==> src/mrd_pkg.sv <==
// constants and types of the reference-data register bank
// Summary of operation
// - bit 0 runs forward, bit 1 reverse
// - command bit 2 raises external fault
// - command bit 3 written one resets faults
// - bits 6..A drive input commands 3..7
// - frequency reference held at 0002H
// - PI setpoint used only when enabled
// - analog output 1, 660 counts = 10 V
// - analog output 2, same scaling
// - contact bits 0,1 switch digital outputs
// - bit 7 drives fault contact if bit 6
// - broadcast terminals 5..7 gated by C..E
// - registers 1,2,6..9,F read and write, the others read zero
// - upper byte first, ascending register order
package mrd_pkg;
    localparam int ADDR_W = 16;
    localparam int DATA_W = 16;
    localparam int BYTE_W = 8;
    localparam int IDX_W = 4;
    localparam int REG_CNT = 16;

    // register numbers
    localparam logic [IDX_W-1:0] IDX_RESERVED = 4'h0;
    localparam logic [IDX_W-1:0] IDX_OP_CMD = 4'h1;
    localparam logic [IDX_W-1:0] IDX_FREQ_REF = 4'h2;
    localparam logic [IDX_W-1:0] IDX_PI_SETPOINT = 4'h6;
    localparam logic [IDX_W-1:0] IDX_AO_ONE = 4'h7;
    localparam logic [IDX_W-1:0] IDX_AO_TWO = 4'h8;
    localparam logic [IDX_W-1:0] IDX_CONTACT_OUT = 4'h9;
    localparam logic [IDX_W-1:0] IDX_REF_SELECT = 4'hF;

    // implemented bits per register
    localparam logic [DATA_W-1:0] MASK_OP_CMD = 16'h07FF;
    localparam logic [DATA_W-1:0] MASK_FULL = 16'hFFFF;
    localparam logic [DATA_W-1:0] MASK_CONTACT_OUT = 16'h00C3;
    localparam logic [DATA_W-1:0] MASK_REF_SELECT = 16'h7002;
    localparam logic [DATA_W-1:0] MASK_NONE = 16'h0000;
    localparam logic [DATA_W-1:0] RESET_WORD = 16'h0000;

    // operation-command fields
    localparam int OP_RUN_FWD = 0;
    localparam int OP_RUN_REV = 1;
    localparam int OP_EXT_FAULT = 2;
    localparam int OP_FAULT_RESET = 3;
    localparam int OP_NET_REF = 4;
    localparam int OP_NET_CMD = 5;
    localparam int OP_MF_LO = 6;
    localparam int MF_CNT = 5;

    // contact-output fields
    localparam int CO_DOUT_ONE = 0;
    localparam int CO_DOUT_TWO = 1;
    localparam int CO_FAULT_OVR = 6;
    localparam int CO_FAULT_VAL = 7;

    // reference-selection fields
    localparam int RS_PI_ENABLE = 1;
    localparam int RS_BCAST_LO = 12;
    localparam int BCAST_CNT = 3;

    // analog scaling: counts per 10 V and the clamp at 11 V
    localparam int AO_COUNTS_10V = 660;
    localparam logic signed [DATA_W-1:0] AO_MAX = 16'sh02D6;
    localparam logic signed [DATA_W-1:0] AO_MIN = -16'sh02D6;

    function automatic logic [DATA_W-1:0] reg_mask(input logic [IDX_W-1:0] idx);
        logic [DATA_W-1:0] m;
        m = MASK_NONE;
        unique case (idx)
            IDX_OP_CMD: m = MASK_OP_CMD;
            IDX_FREQ_REF, IDX_PI_SETPOINT, IDX_AO_ONE, IDX_AO_TWO: m = MASK_FULL;
            IDX_CONTACT_OUT: m = MASK_CONTACT_OUT;
            IDX_REF_SELECT: m = MASK_REF_SELECT;
            default: m = MASK_NONE;
        endcase
        return m;
    endfunction

    typedef struct packed {
        logic start;
        logic write;
        logic [ADDR_W-1:0] addr;
    } mrd_access_t;

    typedef struct packed {
        logic run_forward;
        logic run_reverse;
        logic external_fault_flag;
        logic fault_reset;
        logic network_reference_select;
        logic network_command_select;
        logic [MF_CNT-1:0] mf_input_cmd;
    } mrd_command_t;

    typedef struct packed {
        logic digital_output_one_terminal;
        logic digital_output_two_terminal;
        logic fault_contact_terminal;
        logic input_terminal_five;
        logic input_terminal_six;
        logic input_terminal_seven;
    } mrd_terminal_t;
endpackage

==> src/mrd_reference_regs.sv <==
// reference-data register bank with byte-serial master access
`timescale 1ns/10ps
module mrd_reference_regs (
    input wire logic mclk,
    input wire logic rstn,
    input wire mrd_pkg::mrd_access_t access,
    input wire logic wr_byte_valid,
    input wire logic [mrd_pkg::BYTE_W-1:0] wr_byte,
    input wire logic rd_byte_req,
    input wire logic drive_fault_contact,
    input wire logic [mrd_pkg::BCAST_CNT-1:0] bcast_terminal,
    output logic rd_byte_valid,
    output logic [mrd_pkg::BYTE_W-1:0] rd_byte,
    output mrd_pkg::mrd_command_t command,
    output logic [mrd_pkg::DATA_W-1:0] frequency_reference,
    output logic [mrd_pkg::DATA_W-1:0] pi_target,
    output logic pi_target_valid,
    output logic signed [mrd_pkg::DATA_W-1:0] analog_out_one,
    output logic signed [mrd_pkg::DATA_W-1:0] analog_out_two,
    output mrd_pkg::mrd_terminal_t terminals
);
    // ------------------------------------------------------------
    // access pointer and byte pairing
    // ------------------------------------------------------------
    logic [mrd_pkg::ADDR_W-1:0] ptr_r, ptr_nxt;
    logic lo_phase_r, lo_phase_nxt;
    logic [mrd_pkg::BYTE_W-1:0] hi_r, hi_nxt;
    logic [mrd_pkg::BYTE_W-1:0] rd_lo_r, rd_lo_nxt;
    logic rd_byte_valid_r, rd_byte_valid_nxt;
    logic [mrd_pkg::BYTE_W-1:0] rd_byte_r, rd_byte_nxt;
    logic commit;
    logic [mrd_pkg::DATA_W-1:0] commit_word;
    logic [mrd_pkg::IDX_W-1:0] ptr_idx;
    logic in_map;
    logic [mrd_pkg::DATA_W-1:0] regs_r [mrd_pkg::REG_CNT];
    logic [mrd_pkg::DATA_W-1:0] regs_nxt [mrd_pkg::REG_CNT];
    logic [mrd_pkg::DATA_W-1:0] rd_word;

    assign ptr_idx = ptr_r[mrd_pkg::IDX_W-1:0];
    assign in_map = (ptr_r < 16'(mrd_pkg::REG_CNT));
    assign rd_word = in_map ? regs_r[ptr_idx] : mrd_pkg::RESET_WORD;

    always_comb begin
        ptr_nxt = ptr_r;
        lo_phase_nxt = lo_phase_r;
        hi_nxt = hi_r;
        rd_lo_nxt = rd_lo_r;
        rd_byte_valid_nxt = 1'b0;
        rd_byte_nxt = rd_byte_r;
        commit = 1'b0;
        commit_word = {hi_r, wr_byte};
        if (access.start) begin
            ptr_nxt = access.addr;
            lo_phase_nxt = 1'b0;
        end else if (wr_byte_valid) begin
            if (!lo_phase_r) begin
                hi_nxt = wr_byte;
                lo_phase_nxt = 1'b1;
            end else begin
                commit = 1'b1;
                lo_phase_nxt = 1'b0;
                ptr_nxt = ptr_r + 16'h0001;
            end
        end else if (rd_byte_req) begin
            rd_byte_valid_nxt = 1'b1;
            if (!lo_phase_r) begin
                rd_byte_nxt = rd_word[mrd_pkg::DATA_W-1:mrd_pkg::BYTE_W];
                rd_lo_nxt = rd_word[mrd_pkg::BYTE_W-1:0];
                lo_phase_nxt = 1'b1;
            end else begin
                rd_byte_nxt = rd_lo_r;
                lo_phase_nxt = 1'b0;
                ptr_nxt = ptr_r + 16'h0001;
            end
        end
    end

    always_ff @(posedge mclk) begin
        if (!rstn) begin
            ptr_r <= 16'h0000;
            lo_phase_r <= 1'b0;
            hi_r <= 8'h00;
            rd_lo_r <= 8'h00;
            rd_byte_valid_r <= 1'b0;
            rd_byte_r <= 8'h00;
        end else begin
            ptr_r <= ptr_nxt;
            lo_phase_r <= lo_phase_nxt;
            hi_r <= hi_nxt;
            rd_lo_r <= rd_lo_nxt;
            rd_byte_valid_r <= rd_byte_valid_nxt;
            rd_byte_r <= rd_byte_nxt;
        end
    end

    assign rd_byte_valid = rd_byte_valid_r;
    assign rd_byte = rd_byte_r;

    // ------------------------------------------------------------
    // register storage
    // ------------------------------------------------------------
    // unimplemented bits stored as zero, reserved word never written
    genvar gi;
    generate
        for (gi = 0; gi < mrd_pkg::REG_CNT; gi++) begin : g_reg
            localparam int IW = mrd_pkg::IDX_W;
            localparam logic [mrd_pkg::IDX_W-1:0] IDX = IW'(gi);
            always_comb begin
                regs_nxt[gi] = regs_r[gi];
                if (commit && in_map && ptr_idx == IDX && IDX != mrd_pkg::IDX_RESERVED) begin
                    regs_nxt[gi] = commit_word & mrd_pkg::reg_mask(IDX);
                end
            end
            always_ff @(posedge mclk) begin
                if (!rstn) begin
                    regs_r[gi] <= mrd_pkg::RESET_WORD;
                end else begin
                    regs_r[gi] <= regs_nxt[gi];
                end
            end
        end
    endgenerate

    // ------------------------------------------------------------
    // drive-facing outputs
    // ------------------------------------------------------------
    mrd_pkg::mrd_command_t command_r, command_nxt;
    mrd_pkg::mrd_terminal_t terminals_r, terminals_nxt;
    logic [mrd_pkg::DATA_W-1:0] freq_r, freq_nxt;
    logic [mrd_pkg::DATA_W-1:0] pi_r, pi_nxt;
    logic pi_valid_r, pi_valid_nxt;
    logic signed [mrd_pkg::DATA_W-1:0] ao_one_r, ao_one_nxt;
    logic signed [mrd_pkg::DATA_W-1:0] ao_two_r, ao_two_nxt;
    logic [mrd_pkg::DATA_W-1:0] op_w, co_w, rs_w;
    logic fault_reset_hit;

    function automatic logic signed [mrd_pkg::DATA_W-1:0] ao_clamp(input logic signed [mrd_pkg::DATA_W-1:0] v);
        logic signed [mrd_pkg::DATA_W-1:0] r;
        r = v;
        if (v > mrd_pkg::AO_MAX) begin
            r = mrd_pkg::AO_MAX;
        end else if (v < mrd_pkg::AO_MIN) begin
            r = mrd_pkg::AO_MIN;
        end
        return r;
    endfunction

    assign op_w = regs_r[mrd_pkg::IDX_OP_CMD];
    assign co_w = regs_r[mrd_pkg::IDX_CONTACT_OUT];
    assign rs_w = regs_r[mrd_pkg::IDX_REF_SELECT];
    // fault reset fires on every write of a one, even if already one
    assign fault_reset_hit = commit && in_map && ptr_idx == mrd_pkg::IDX_OP_CMD
        && commit_word[mrd_pkg::OP_FAULT_RESET];

    always_comb begin
        command_nxt.run_forward = op_w[mrd_pkg::OP_RUN_FWD];
        command_nxt.run_reverse = op_w[mrd_pkg::OP_RUN_REV];
        command_nxt.external_fault_flag = op_w[mrd_pkg::OP_EXT_FAULT];
        command_nxt.fault_reset = fault_reset_hit;
        command_nxt.network_reference_select = op_w[mrd_pkg::OP_NET_REF];
        command_nxt.network_command_select = op_w[mrd_pkg::OP_NET_CMD];
        command_nxt.mf_input_cmd = op_w[mrd_pkg::OP_MF_LO +: mrd_pkg::MF_CNT];
        freq_nxt = regs_r[mrd_pkg::IDX_FREQ_REF];
        pi_valid_nxt = rs_w[mrd_pkg::RS_PI_ENABLE];
        pi_nxt = pi_valid_nxt ? regs_r[mrd_pkg::IDX_PI_SETPOINT] : mrd_pkg::RESET_WORD;
        ao_one_nxt = ao_clamp(regs_r[mrd_pkg::IDX_AO_ONE]);
        ao_two_nxt = ao_clamp(regs_r[mrd_pkg::IDX_AO_TWO]);
        terminals_nxt.digital_output_one_terminal = co_w[mrd_pkg::CO_DOUT_ONE];
        terminals_nxt.digital_output_two_terminal = co_w[mrd_pkg::CO_DOUT_TWO];
        terminals_nxt.fault_contact_terminal = co_w[mrd_pkg::CO_FAULT_OVR]
            ? co_w[mrd_pkg::CO_FAULT_VAL] : drive_fault_contact;
        terminals_nxt.input_terminal_five = bcast_terminal[0] & rs_w[mrd_pkg::RS_BCAST_LO];
        terminals_nxt.input_terminal_six = bcast_terminal[1] & rs_w[mrd_pkg::RS_BCAST_LO + 1];
        terminals_nxt.input_terminal_seven = bcast_terminal[2] & rs_w[mrd_pkg::RS_BCAST_LO + 2];
    end

    always_ff @(posedge mclk) begin
        if (!rstn) begin
            command_r <= '0;
            terminals_r <= '0;
            freq_r <= mrd_pkg::RESET_WORD;
            pi_r <= mrd_pkg::RESET_WORD;
            pi_valid_r <= 1'b0;
            ao_one_r <= mrd_pkg::RESET_WORD;
            ao_two_r <= mrd_pkg::RESET_WORD;
        end else begin
            command_r <= command_nxt;
            terminals_r <= terminals_nxt;
            freq_r <= freq_nxt;
            pi_r <= pi_nxt;
            pi_valid_r <= pi_valid_nxt;
            ao_one_r <= ao_one_nxt;
            ao_two_r <= ao_two_nxt;
        end
    end

    assign command = command_r;
    assign terminals = terminals_r;
    assign frequency_reference = freq_r;
    assign pi_target = pi_r;
    assign pi_target_valid = pi_valid_r;
    assign analog_out_one = ao_one_r;
    assign analog_out_two = ao_two_r;
endmodule

==> config.mk <==
export PLATFORM = sky130hd
export DESIGN_NAME = mrd_reference_regs
export DESIGN_NICKNAME = d
export VERILOG_FILES = /design/src/mrd_pkg.sv /design/src/mrd_reference_regs.sv
export SDC_FILE = /design/constraint.sdc
export NUM_CORES = 1
export LEC_CHECK = 0
export BUFFER_PORTS_ARGS = -buffer_cell sky130_fd_sc_hd__buf_2
export CORE_AREA = 5 5 190 100
export DETAILED_ROUTE_END_ITERATION = 8
export DIE_AREA = 0 0 195 105
export MAX_ROUTING_LAYER = met4
export PLACE_DENSITY_LB_ADDON = 0.15
export SYNTH_ARGS = -nofsm -noshare
export SYNTH_HDL_FRONTEND = slang
export SYNTH_SLANG_ARGS = --single-unit
export TNS_END_PERCENT = 5
==> constraint.sdc <==
create_clock -name mclk -period 1.9 [get_ports mclk]
set_input_delay 0.38 -clock mclk [delete_from_list [all_inputs] [get_ports mclk]]
set_output_delay 0.38 -clock mclk [all_outputs]
set_load 0.01 [all_outputs]
==> summary.md, run 1 <==
| Metric | Value |
|---|---|
| Status | `finished, final reports clean` |
| Asr flop ratio synth | `0%` |
| Post-Syn Area per Cell | `9.44 µm²` |
| Die Y | `between 100 and 150 µm` |
| CTS max path bufs | `3` |
| DRT iter0 DRCs | `slightly below 1000` |
| Max rail drop VDD | `about 0.00058 V` |
| HP Class | `in -> reg` |
| Slew HR | `a little over half` |
| Nature of the critical path startpoint | `flip-flop` |
| Finished Cell Area | `0.0107 mm²` |
| Critical path arrival | `about 2.3 ns` |
| Worst Tran Pin Value | `0.681 ns` |
| Hold slack final | `around 0.13 ns` |
| Vias | `7422` |
| Most common flop cell mapped by yosys | `dfxtp_1` |
| Placed cell areas | `0.0100 mm²` |
| EDFF count, synth | `0` |
| Final Cycle Share | `99.8%` |
| CTS tree | `done` |
| Max-slew violation count | `0` |
| Met2 wire len | `approximately 9 mm` |
| IO Port Bufs | `about 120` |
| Vias in the first global route | `6611` |
| Pre-antenna DRT Iters | `8` |
| P_leak | `4.59 nW` |
| Non-Filler Instances | `1336` |
| Gpl congestion | `between 0.9 and 1` |
| Synth cell types | `70` |
| Gr usage total | `26.3%` |
| Final setup margin | `just under 0.003 ns` |
| Drt drc | `0` |
| Final Hold Viols | `0` |
| Final min period | `1.90 ns` |
| Total congestion overflow | `0` |
| Most common library cell in the layout ignoring fill and taps | `dfxtp_1` |
| Clock-pin slew on the worst setup and hold paths | `0.07 ns` |
| Max Clk Rate | `527 MHz` |
| RSZ-0062 raised after global routing | `yes` |
| # diodes | `0` |
| Mapped Area | `0.00862 mm²` |
| #FFs+latches synth | `211` |
| Clk Latency, worst-skew pair | `0.50 ns` |
| Io pins | `approximately 130` |
| Post-DRT Antenna Nets | `0` |
| Placeable Area | `approximately 0.017 mm²` |
| Routed length per instance | `20.4 µm` |
| CP Max Fanout | `8` |
| Dpl cells | `1300` |
| DRT met1 WL | `14.3 mm` |
| Top layer in use | `met4` |
| Total Nets Final | `about 1100` |
| Die Wd | `slightly below 200 µm` |
| Cells after synthesis | `913` |
| Commonest cells after routing, fill and taps aside | `dfxtp_1, nand2_1, buf_2, mux2i_1, buf_4` |
| Synthesized Nets | `953` |
| Required time of the critical path | `2.30 ns` |
| Max cap viols | `0` |
| Setup tns final | `0 ns` |
| Class of the most critical setup path | `reg -> reg` |
| Sequential fraction of the synthesis area | `between 40% and 50%` |
| H-tree depth | `1` |
| Power per cell area | `833 mW/mm²` |
| Yosys Warn Count | `0` |
| Vias per inst | `about 5.6` |
| Die ar. | `0.0205 mm²` |
| Routed length on met3 | `3.48 mm` |
| Clock sink count | `211` |
| # rows | `34` |
| Synth-to-layout area growth | `24.4%` |
| Antenna violations before repair | `0` |
| Post-DP HPWL | `about 21 mm` |
| Setup crit end kind | `flip-flop` |
| Largest net degree at the start of global routing | `82` |
| WL final | `between 20 and 30 mm` |
| Cts bufs inserted | `19` |
| Wire length of the first global-routing pass | `41.0 mm` |
| Layout cells sized above 1 | `24.9%` |
| Hold_buf cts | `0` |
| Initial core utilization | `just over 50%` |
| Dpl ws | `0.0344 ns` |
| # setup viols final | `0` |
| CTS root buffer | `clkbuf_16` |
| Final Skew | `0.0168 ns` |
## final cells by class
| type | instances | area [µm²] |
|---|---|---|
| Clock buffer | 22 | 497 |
| Clock inverter | 12 | 100 |
| Fill cell | 1516 | 6380 |
| Inverter | 38 | 143 |
| Multi-Input combinational cell | 600 | 3970 |
| Sequential cell | 211 | 4230 |
| Tap cell | 234 | 293 |
| Timing Repair Buffer | 219 | 1490 |
## routing by layer
layer | up-vias | GRT usage, %
met5 | - | -
met2 | 378 | 29.2
met4 | 0 | 3.54
met3 | 33 | 7.49
li1 | 3537 | -
met1 | 3474 | 44.7
## cells in the mapped netlist (4+ instances only)
cell	number	area [µm²]
dfxtp_1	211	4220
nand2_1	135	507
mux2i_1	105	1050
o21ai_0	54	270
clkbuf_1	45	169
inv_1	38	143
a21oi_1	32	160
nor2_1	26	97.6
nor2b_1	24	150
and3_1	21	131
nand3_1	16	80.1
nor3_1	15	75.1
o21a_1	15	113
nand2b_1	14	87.6
nand4_1	10	62.6
or3_1	8	50.1
nor4_1	7	43.8
o31ai_1	7	52.6
buf_2	6	30.0
ha_1	6	75.1
o2bb2ai_1	6	52.6
a21boi_0	5	37.5
a22oi_1	5	37.5
a31oi_1	5	31.3
nor3b_1	5	37.5
xnor2_1	5	43.8
a21o_1	4	30.0
a221o_1	4	40.0
and2_1	4	25.0
buf_1	4	15.0
buf_6	4	45.0
o211ai_1	4	30.0
o22ai_1	4	25.0
## through the flow
| stage | util [%] | power, mW |
|---|---|---|
| after detailed placement | 58.8 | 5.25 |
| after CTS | 62.3 | 8.94 |
| after floorplan | - | 4.96 |
| after global placement | 58.8 | 5.24 |
| final | 62.7 | 8.93 |
| after global routing | 62.7 | 9.24 |
## sequential cells by signal, indices dropped and copies added, names as in the netlist, 6 cells and up, named ones only
signal	cells
hi_r	8
analog_out_one	16
regs_r	83
rd_byte	8
command	11
pi_target	16
ptr_r	16
analog_out_two	16
rd_lo_r	8
frequency_reference	16
terminals	6
## report_power, final
group | switching, mW | total [mW] | internal (mW)
Clock | 1.72 | 3.76 | 2.04
Sequential | 0.0562 | 4.52 | 4.46
Combinational | 0.392 | 0.656 | 0.264
## worst max-delay path: stages (launching register included)
cell	delay [ns]
dfxtp_2	0.36
nor4_4	0.28
buf_4	0.19
nand4_1	0.21
nor3b_4	0.25
buf_6	0.15
buf_12	0.14
mux2i_1	0.21
## repair_timing
item	4_1_cts	5_1_grt
gates resized for setup	0	13
endpoints found under the setup margin	0	79
setup buffers	0	1
## logic make-up (layout without fill, tap and decap cells)
logic type | count (synthesis) | after routing | share of synthesized area [%]
AO/OA/AOI/OAI | 169 | 169 | 12.8
XOR/XNOR | 6 | 6 | 0.610
adder cells (fa/ha/maj) | 6 | 6 | 0.871
buffers and inverters | 102 | 291 | 5.33
flip-flops | 211 | 211 | 49.0
multiplexers | 106 | 106 | 12.3
AND/OR/NAND/NOR | 313 | 313 | 19.1
## worst paths after layout
kind | startpoint | endpoint | slack [ns] | cells after the start
min | access[11] | ptr_r[11] | 0.13 | 3
max reg2reg | ptr_r[7] | regs_r[8][3] | 0.003 | 7
max | ptr_r[7] | regs_r[8][3] | 0.003 | 7
min reg2reg | regs_r[2][12] | frequency_reference[12] | 0.46 | 2
Power figures use the tool's default switching activity.
==> inputs of run 2 (changes only) <==
--- a/config.mk
+++ b/config.mk
@@ -6,9 +6,10 @@
 export NUM_CORES = 1
 export LEC_CHECK = 0
 export BUFFER_PORTS_ARGS = -buffer_cell sky130_fd_sc_hd__buf_2
-export CORE_AREA = 5 5 190 100
+export CORE_AREA = 5 5 187 99
+export CTS_BUF_LIST = sky130_fd_sc_hd__clkbuf_8
 export DETAILED_ROUTE_END_ITERATION = 8
-export DIE_AREA = 0 0 195 105
+export DIE_AREA = 0 0 192 104
 export MAX_ROUTING_LAYER = met4
 export PLACE_DENSITY_LB_ADDON = 0.15
 export SYNTH_ARGS = -nofsm -noshare
==> summary.md, run 2 (same netlist as run 1, synthesis figures left out) <==
| Metric | Value |
|---|---|
| Vias in the first global route | `6835 (+3.4%)` |
| Io pins | `125 (unchanged)` |
| CP Max Fanout | `4 (-4)` |
| Final setup margin | `0.0541 ns (+0.0511 ns)` |
| Non-Filler Instances | `1349 (+0.97%)` |
| Class of the most critical setup path | `reg -> reg` |
| Layout cells sized above 1 | `26.0% (+1.1 points)` |
| Pre-antenna DRT Iters | `5 (-3)` |
| HP Start | `bcast_terminal[1]` |
| Power per cell area | `815 mW/mm² (-2.1%)` |
| Die ar. | `0.0200 mm² (-2.5%)` |
| CTS root buffer | `clkbuf_8` |
| Max FFs per register | `83 (unchanged)` |
| Max Clk Rate | `542 MHz (+2.8%)` |
| Dpl cells | `1302 (+0.15%)` |
| Hold slack final | `0.0873 ns (-0.0466 ns)` |
| Status | `finished, final reports clean` |
| Clock sink count | `211 (unchanged)` |
| HP Class | `in -> reg` |
| Dpl ws | `-0.152 ns (-0.187 ns)` |
| Filler cells | `1447 (-4.6%)` |
| Worst Hold Depth | `2 (-1)` |
| Initial core utilization | `51.3% (+0.89 points)` |
| Post-DP HPWL | `20.9 mm (+1.2%)` |
| P_leak | `4.63 nW (+0.92%)` |
| Required time of the critical path | `2.35 ns (+0.05 ns)` |
| Final Hold Viols | `0 (unchanged)` |
| Max cap viols | `0 (unchanged)` |
| Final Cycle Share | `97.2% (-2.7 points)` |
| CTS max path bufs | `3 (unchanged)` |
| Reg-to-reg critical path endpoint | `rd_lo_r[1]` |
| RSZ-0062 raised after global routing | `yes` |
| Total congestion overflow | `0 (unchanged)` |
| Final min period | `1.85 ns (-0.0511 ns)` |
| M1 GR Usage | `45.7% (+1.0 points)` |
| Drt drc | `0 (unchanged)` |
| Gpl congestion | `0.957 (-1.9%)` |
| FF-to-FF Start | `ptr_r[15]` |
| # rows | `34 (unchanged)` |
| Vias per inst | `5.56 (about the same)` |
| Post-DRT Antenna Nets | `0 (unchanged)` |
| R2R setup slack | `0.05 ns (+0.05 ns)` |
| Grt met2 use | `31.2% (+2.1 points)` |
| WL final | `27.7 mm (+1.9%)` |
| Most common library cell in the layout ignoring fill and taps | `dfxtp_1` |
| Largest Register | `regs_r` |
| Largest net degree at the start of global routing | `82 (unchanged)` |
| DRT iter0 DRCs | `866 (-11%)` |
| H-tree depth | `1 (unchanged)` |
| Clk Latency, worst-skew pair | `0.55 ns (+0.05 ns)` |
| Nature of the critical path startpoint | `flip-flop` |
| GR peak layer | `met1` |
| Die Y | `104 µm (-0.95%)` |
| Synth-to-layout area growth | `24.0%` |
| # setup viols final | `0 (unchanged)` |
| IO Port Bufs | `123 (unchanged)` |
| Hold_buf cts | `0 (unchanged)` |
| Met3 Resource Use GR | `7.38% (-0.11 points)` |
| Vias | `7497 (+1.0%)` |
| Gr usage total | `27.4% (+1.1 points)` |
| # diodes | `0 (unchanged)` |
| Critical path arrival | `2.30 ns (about the same)` |
| Clock-pin slew on the worst setup and hold paths | `0.07 ns (about the same)` |
| Slew HR | `55.3% (+0.85 points)` |
| Final Skew | `0.0149 ns (-0.00191 ns)` |
| Commonest cells after routing, fill and taps aside | `dfxtp_1, nand2_1, buf_2, mux2i_1, buf_4` |
| Max rail drop VDD | `0.000511 V (-12%)` |
| CTS tree | `done` |
| Max-slew violation count | `0 (unchanged)` |
| Finished Cell Area | `0.0107 mm² (-0.36%)` |
| Placed cell areas | `0.0100 mm² (about the same)` |
| Placeable Area | `0.0168 mm² (-1.7%)` |
| Total Nets Final | `1140 (+0.97%)` |
| Wire length of the first global-routing pass | `41.4 mm (+1.0%)` |
| Worst Tran Pin Value | `0.669 ns (-0.0127 ns)` |
| Hold path endpoint | `terminals[1]` |
| Antenna violations before repair | `0 (unchanged)` |
| Setup crit end kind | `flip-flop` |
| Routed length per instance | `20.6 µm (+0.93%)` |
| Die Wd | `192 µm (-1.5%)` |
| Cts bufs inserted | `29 (+10)` |
| Worst Reg-to-Reg Cells | `6 (-1)` |
-- run 2: per-stage QoR --
| step | power (mW) | TNS, ns | utilization [%] |
|---|---|---|---|
| floorplan | 4.96 | 0 | - |
| global placement | 5.25 | -0.224 | 59.7 |
| detailed placement | 5.25 | -0.207 | 59.7 |
| CTS | 8.73 | 0 | 63.1 |
| global route | 9.01 | -0.117 | 63.6 |
| finish | 8.71 | 0 | 63.6 |
-- run 2: per-layer routing --
| layer | vias to the layer above | wire (µm) |
|---|---|---|
| li1 | 3555 | - |
| met1 | 3531 | 14700 |
| met2 | 373 | 9640 |
| met3 | 38 | 2940 |
| met4 | 0 | 453 |
| met5 | - | 0 |
-- run 2: worst max path at each step --
| stage | startpoint | endpoint | cells after the start | slack (ns) |
|---|---|---|---|---|
| CTS | ptr_r[5] | regs_r[1][0] | 4 | 0.03 |
| global route | regs_r[7][1] | analog_out_one[0] | 5 | -0.04 |
| finish | ptr_r[15] | rd_lo_r[1] | 6 | 0.05 |
| detailed placement | wr_byte_valid | ptr_r[10] | 7 | -0.15 |
| global placement | wr_byte_valid | ptr_r[10] | 7 | -0.17 |
| floorplan | wr_byte_valid | ptr_r[13] | 6 | 0.07 |
-- run 2: repair_timing --
item,4_1_cts,5_1_grt
gates resized for setup,1,14
setup endpoints to repair,2,31
buffers inserted,0,1
pin swaps,0,3
-- run 2: cell type report --
cell class	instances	area, µm²	area share [%]
multi-input cells	600	4010	37.5
repair buffers	220	1450	13.5
well taps	234	293	2.74
clock buffers	34	468	4.38
flip-flops and latches	211	4230	39.6
inverters	38	143	1.34
clock inverters	12	103	0.960
-- run 2: report_power, final --
| part | internal (mW) | switching, mW |
|---|---|---|
| logic | 0.258 | 0.404 |
| registers | 4.47 | 0.0585 |
| clock network | 1.88 | 1.65 |
-- run 2: critical path: stages (launching register included) --
cell	delay, ns
dfxtp_1	0.34
nor4_2	0.29
buf_4	0.20
nand2_1	0.08
buf_4	0.16
or3_1	0.41
o31ai_1	0.28
==> inputs of run 3 (changes only) <==
--- a/config.mk
+++ b/config.mk
@@ -5,11 +5,12 @@
 export SDC_FILE = /design/constraint.sdc
 export NUM_CORES = 1
 export LEC_CHECK = 0
+export ABC_AREA = 1
 export BUFFER_PORTS_ARGS = -buffer_cell sky130_fd_sc_hd__buf_2
-export CORE_AREA = 5 5 187 99
+export CORE_AREA = 5 5 188 99
 export CTS_BUF_LIST = sky130_fd_sc_hd__clkbuf_8
 export DETAILED_ROUTE_END_ITERATION = 8
-export DIE_AREA = 0 0 192 104
+export DIE_AREA = 0 0 193 104
 export MAX_ROUTING_LAYER = met4
 export PLACE_DENSITY_LB_ADDON = 0.15
 export SYNTH_ARGS = -nofsm -noshare
==> summary.md, run 3 <==
| Metric | Value |
|---|---|
| # setup viols final | `0 (unchanged)` |
| RSZ-0062 raised after global routing | `no` |
| Die ar. | `0.0201 mm² (+0.52%)` |
| WL final | `31.2 mm (+12%)` |
| Placed cell areas | `0.0102 mm² (+1.3%)` |
| Commonest cells after routing, fill and taps aside | `nand2_1, dfxtp_1, nor2_1, a21oi_1, buf_2` |
| Most common library cell in the layout ignoring fill and taps | `nand2_1` |
| Final min period | `1.81 ns (-0.0341 ns)` |
| Layout cells sized above 1 | `18.1% (-7.9 points)` |
| Cts bufs inserted | `29 (unchanged)` |
| R2R setup slack | `0.09 ns (+0.03 ns)` |
| Routed length per instance | `18.6 µm (-9.4%)` |
| Max-slew violation count | `0 (unchanged)` |
| Sequential fraction of the synthesis area | `47.4% (-1.6 points)` |
| Required time of the critical path | `2.36 ns (about the same)` |
| Post-Syn Area per Cell | `7.08 µm² (-25%)` |
| Gpl congestion | `1.06 (+11%)` |
| Cells after synthesis | `1258 (+38%)` |
| Hold_buf cts | `0 (unchanged)` |
| Synth cell types | `28 (-60%)` |
| Synthesized Nets | `1298 (+36%)` |
| Power per cell area | `839 mW/mm² (+3.0%)` |
| Asr flop ratio synth | `0% (unchanged)` |
| Gr usage total | `31.0% (+3.6 points)` |
| P_leak | `5.02 nW (+8.4%)` |
| Max rail drop VDD | `0.000529 V (+3.6%)` |
| Largest Register | `regs_r` |
| Postcts setup bufs | `0 (unchanged)` |
| # rows | `34 (unchanged)` |
| IO Port Bufs | `123 (unchanged)` |
| Crit-path most repeated cell | `buf_4` |
| Bufs and invs on worst path | `2 (unchanged)` |
| Area contributors post-synth | `dfxtp_1, nand2_1, a21oi_1` |
| Vias | `9143 (+22%)` |
| Die Y | `104 µm (unchanged)` |
| Final Hold Viols | `0 (unchanged)` |
| Max FFs per register | `83 (unchanged)` |
| Drt drc | `0 (unchanged)` |
| Final Cycle Share | `95.4% (-1.8 points)` |
| HP Start | `bcast_terminal[0]` |
| Status | `finished, final reports clean` |
| #FFs+latches synth | `211 (unchanged)` |
| Post-DP HPWL | `23.6 mm (+13%)` |
| Clk Latency, worst-skew pair | `0.55 ns (about the same)` |
| EDFF count, synth | `0 (unchanged)` |
| Initial core utilization | `52.7% (+1.4 points)` |
| Synth-to-layout area growth | `21.0%` |
| Worst Tran Pin Value | `0.626 ns (-0.0423 ns)` |
| Class of the most critical setup path | `reg -> reg` |
| CTS tree | `done` |
| Vias per inst | `5.46 (-1.7%)` |
| Reg-to-reg critical path endpoint | `regs_r[6][1]` |
| Critical-path cell list | `nor2_1, nand3_2, nor2_8, buf_4, buf_4, nand4_1, a21oi_1` |
| H-tree depth | `1 (unchanged)` |
| Filler cells | `1610 (+11%)` |
| Post-DRT Antenna Nets | `0 (unchanged)` |
| Total Nets Final | `1464 (+28%)` |
| CP peak stage delay | `0.38 ns (-0.03 ns)` |
| Hold path endpoint | `terminals[2]` |
| Critical path arrival | `2.27 ns (-0.03 ns)` |
| Clock-pin slew on the worst setup and hold paths | `0.07 ns (about the same)` |
| HP Class | `in -> reg` |
| Largest net degree at the start of global routing | `49 (-40%)` |
| Clock sink count | `211 (unchanged)` |
| Setup crit start | `ptr_r[6]` |
| Wire length of the first global-routing pass | `47.2 mm (+14%)` |
| Antenna violations before repair | `1 (+1)` |
| Worst Reg-to-Reg Cells | `7 (+1)` |
| Slowest CP cell | `dfxtp_1` |
| Most instantiated library cell after synthesis | `nand2_1` |
| Most common flop cell mapped by yosys | `dfxtp_1` |
| Worst Hold Depth | `3 (+1)` |
| Post-synth top area cell | `dfxtp_1` |
| CP Max Fanout | `17 (+13)` |
| Slew HR | `58.1% (+2.8 points)` |
| Top cell type's share of synthesized area | `47.4% (-1.6 points)` |
| Mapped Area | `0.00891 mm² (+3.3%)` |
| Nature of the critical path startpoint | `flip-flop` |
| FF-to-FF Start | `ptr_r[6]` |
| CTS max path bufs | `3 (unchanged)` |
| Cts repair resizes | `0 (-1)` |
| Yosys Warn Count | `0 (unchanged)` |
| Max cap viols | `0 (unchanged)` |
| Total congestion overflow | `0 (unchanged)` |
| Final Skew | `0.0185 ns (+0.00359 ns)` |
| Cell family with most CP delay | `simple AND/OR/NAND/NOR gates` |
| Die Wd | `193 µm (+0.52%)` |
| Vias in the first global route | `8141 (+19%)` |
| Max Clk Rate | `552 MHz (+1.9%)` |
| Setup crit end kind | `flip-flop` |
| Io pins | `125 (unchanged)` |
| DRT iter0 DRCs | `1042 (+20%)` |
| Setup tns final | `0 ns (unchanged)` |
| Pre-antenna DRT Iters | `6 (+1)` |
| Finished Cell Area | `0.0108 mm² (+0.88%)` |
| Post-synth top cells | `nand2_1, dfxtp_1, nor2_1` |
| CTS root buffer | `clkbuf_8` |
| Placeable Area | `0.0169 mm² (+0.51%)` |
==> run 3: cell count changes after synthesis, moves of 17 or more <==
cell     before  now
nor2_1       26  168
nand4_1      10   63
nor2b_1      24    0
and3_1       21    0
buf_2         6   23
mux2i_1     105    0
nand2_1     135  317
a21oi_1      32  151
inv_1        38  117
nand3_1      16   66
==> run 3: cells by family after synthesis <==
kind of cell	count (synthesis)	share of synthesized area, %
AOI/OAI and AO/OA	213	12.2
adders and majority gates	6	0.843
buffers and inverters	187	8.58
and+or+nand+nor	641	30.9
DFF	211	47.4
==> run 3: stage by stage <==
stage | hold slack, ns | instances | power, mW | setup slack [ns] | utilization, %
final | 0.0556 | 1674 | 9.05 | 0.0882 | 63.8
after global routing | 0.0391 | 1674 | 9.34 | 0.0122 | 63.8
after CTS | 0.0459 | 1673 | 9.02 | 0.0799 | 63.7
after detailed placement | 0.437 | 1627 | 5.44 | 0.108 | 60.2
after global placement | 0.435 | 1627 | 5.44 | 0.159 | 60.2
after floorplan | 0.410 | 1258 | 5.07 | 0.208 | -
==> run 3: report_power, final <==
part | internal (mW) | total, mW | switching [mW]
Sequential | 4.48 | 4.58 | 0.0964
Combinational | 0.249 | 0.805 | 0.556
Clock | 1.97 | 3.66 | 1.69
Total | 6.70 | 9.05 | 2.34
==> run 3: final cells by class <==
class | instances | area [µm²] | area share (%)
sequential | 211 | 4220 | 39.2
multi-input combinational | 860 | 3940 | 36.5
clock buffer | 33 | 454 | 4.21
antenna | 1 | 2.50 | 0.0232
inverter | 123 | 462 | 4.28
clock inverter | 13 | 131 | 1.22
tap | 234 | 293 | 2.72
timing repair buffer | 199 | 1270 | 11.8
==> run 3: worst min-delay path: cells and delay by family <==
kind | cells | cell delay [ns]
and+or+nand+nor | 2 | 0.10
buffers and inverters | 1 | 0.08
==> run 3: layer usage <==
metal / up-vias / global-route usage [%] / routed length (µm)
met1: 4239 / 48.3 / 15000
met4: 0 / 4.60 / 467
met3: 52 / 10.0 / 4040
li1: 4404 / - / -
met2: 448 / 39.0 / 11700
met5: - / - / 0
==> run 3: worst max-delay path by stage <==
stage | to | slack [ns] | depth (start not counted)
after CTS | analog_out_one[9] | 0.08 | 11
after global placement | analog_out_one[6] | 0.16 | 11
after floorplan | analog_out_one[2] | 0.21 | 12
after detailed placement | analog_out_one[9] | 0.11 | 11
final | regs_r[6][1] | 0.09 | 7
after global routing | regs_r[7][9] | 0.01 | 8
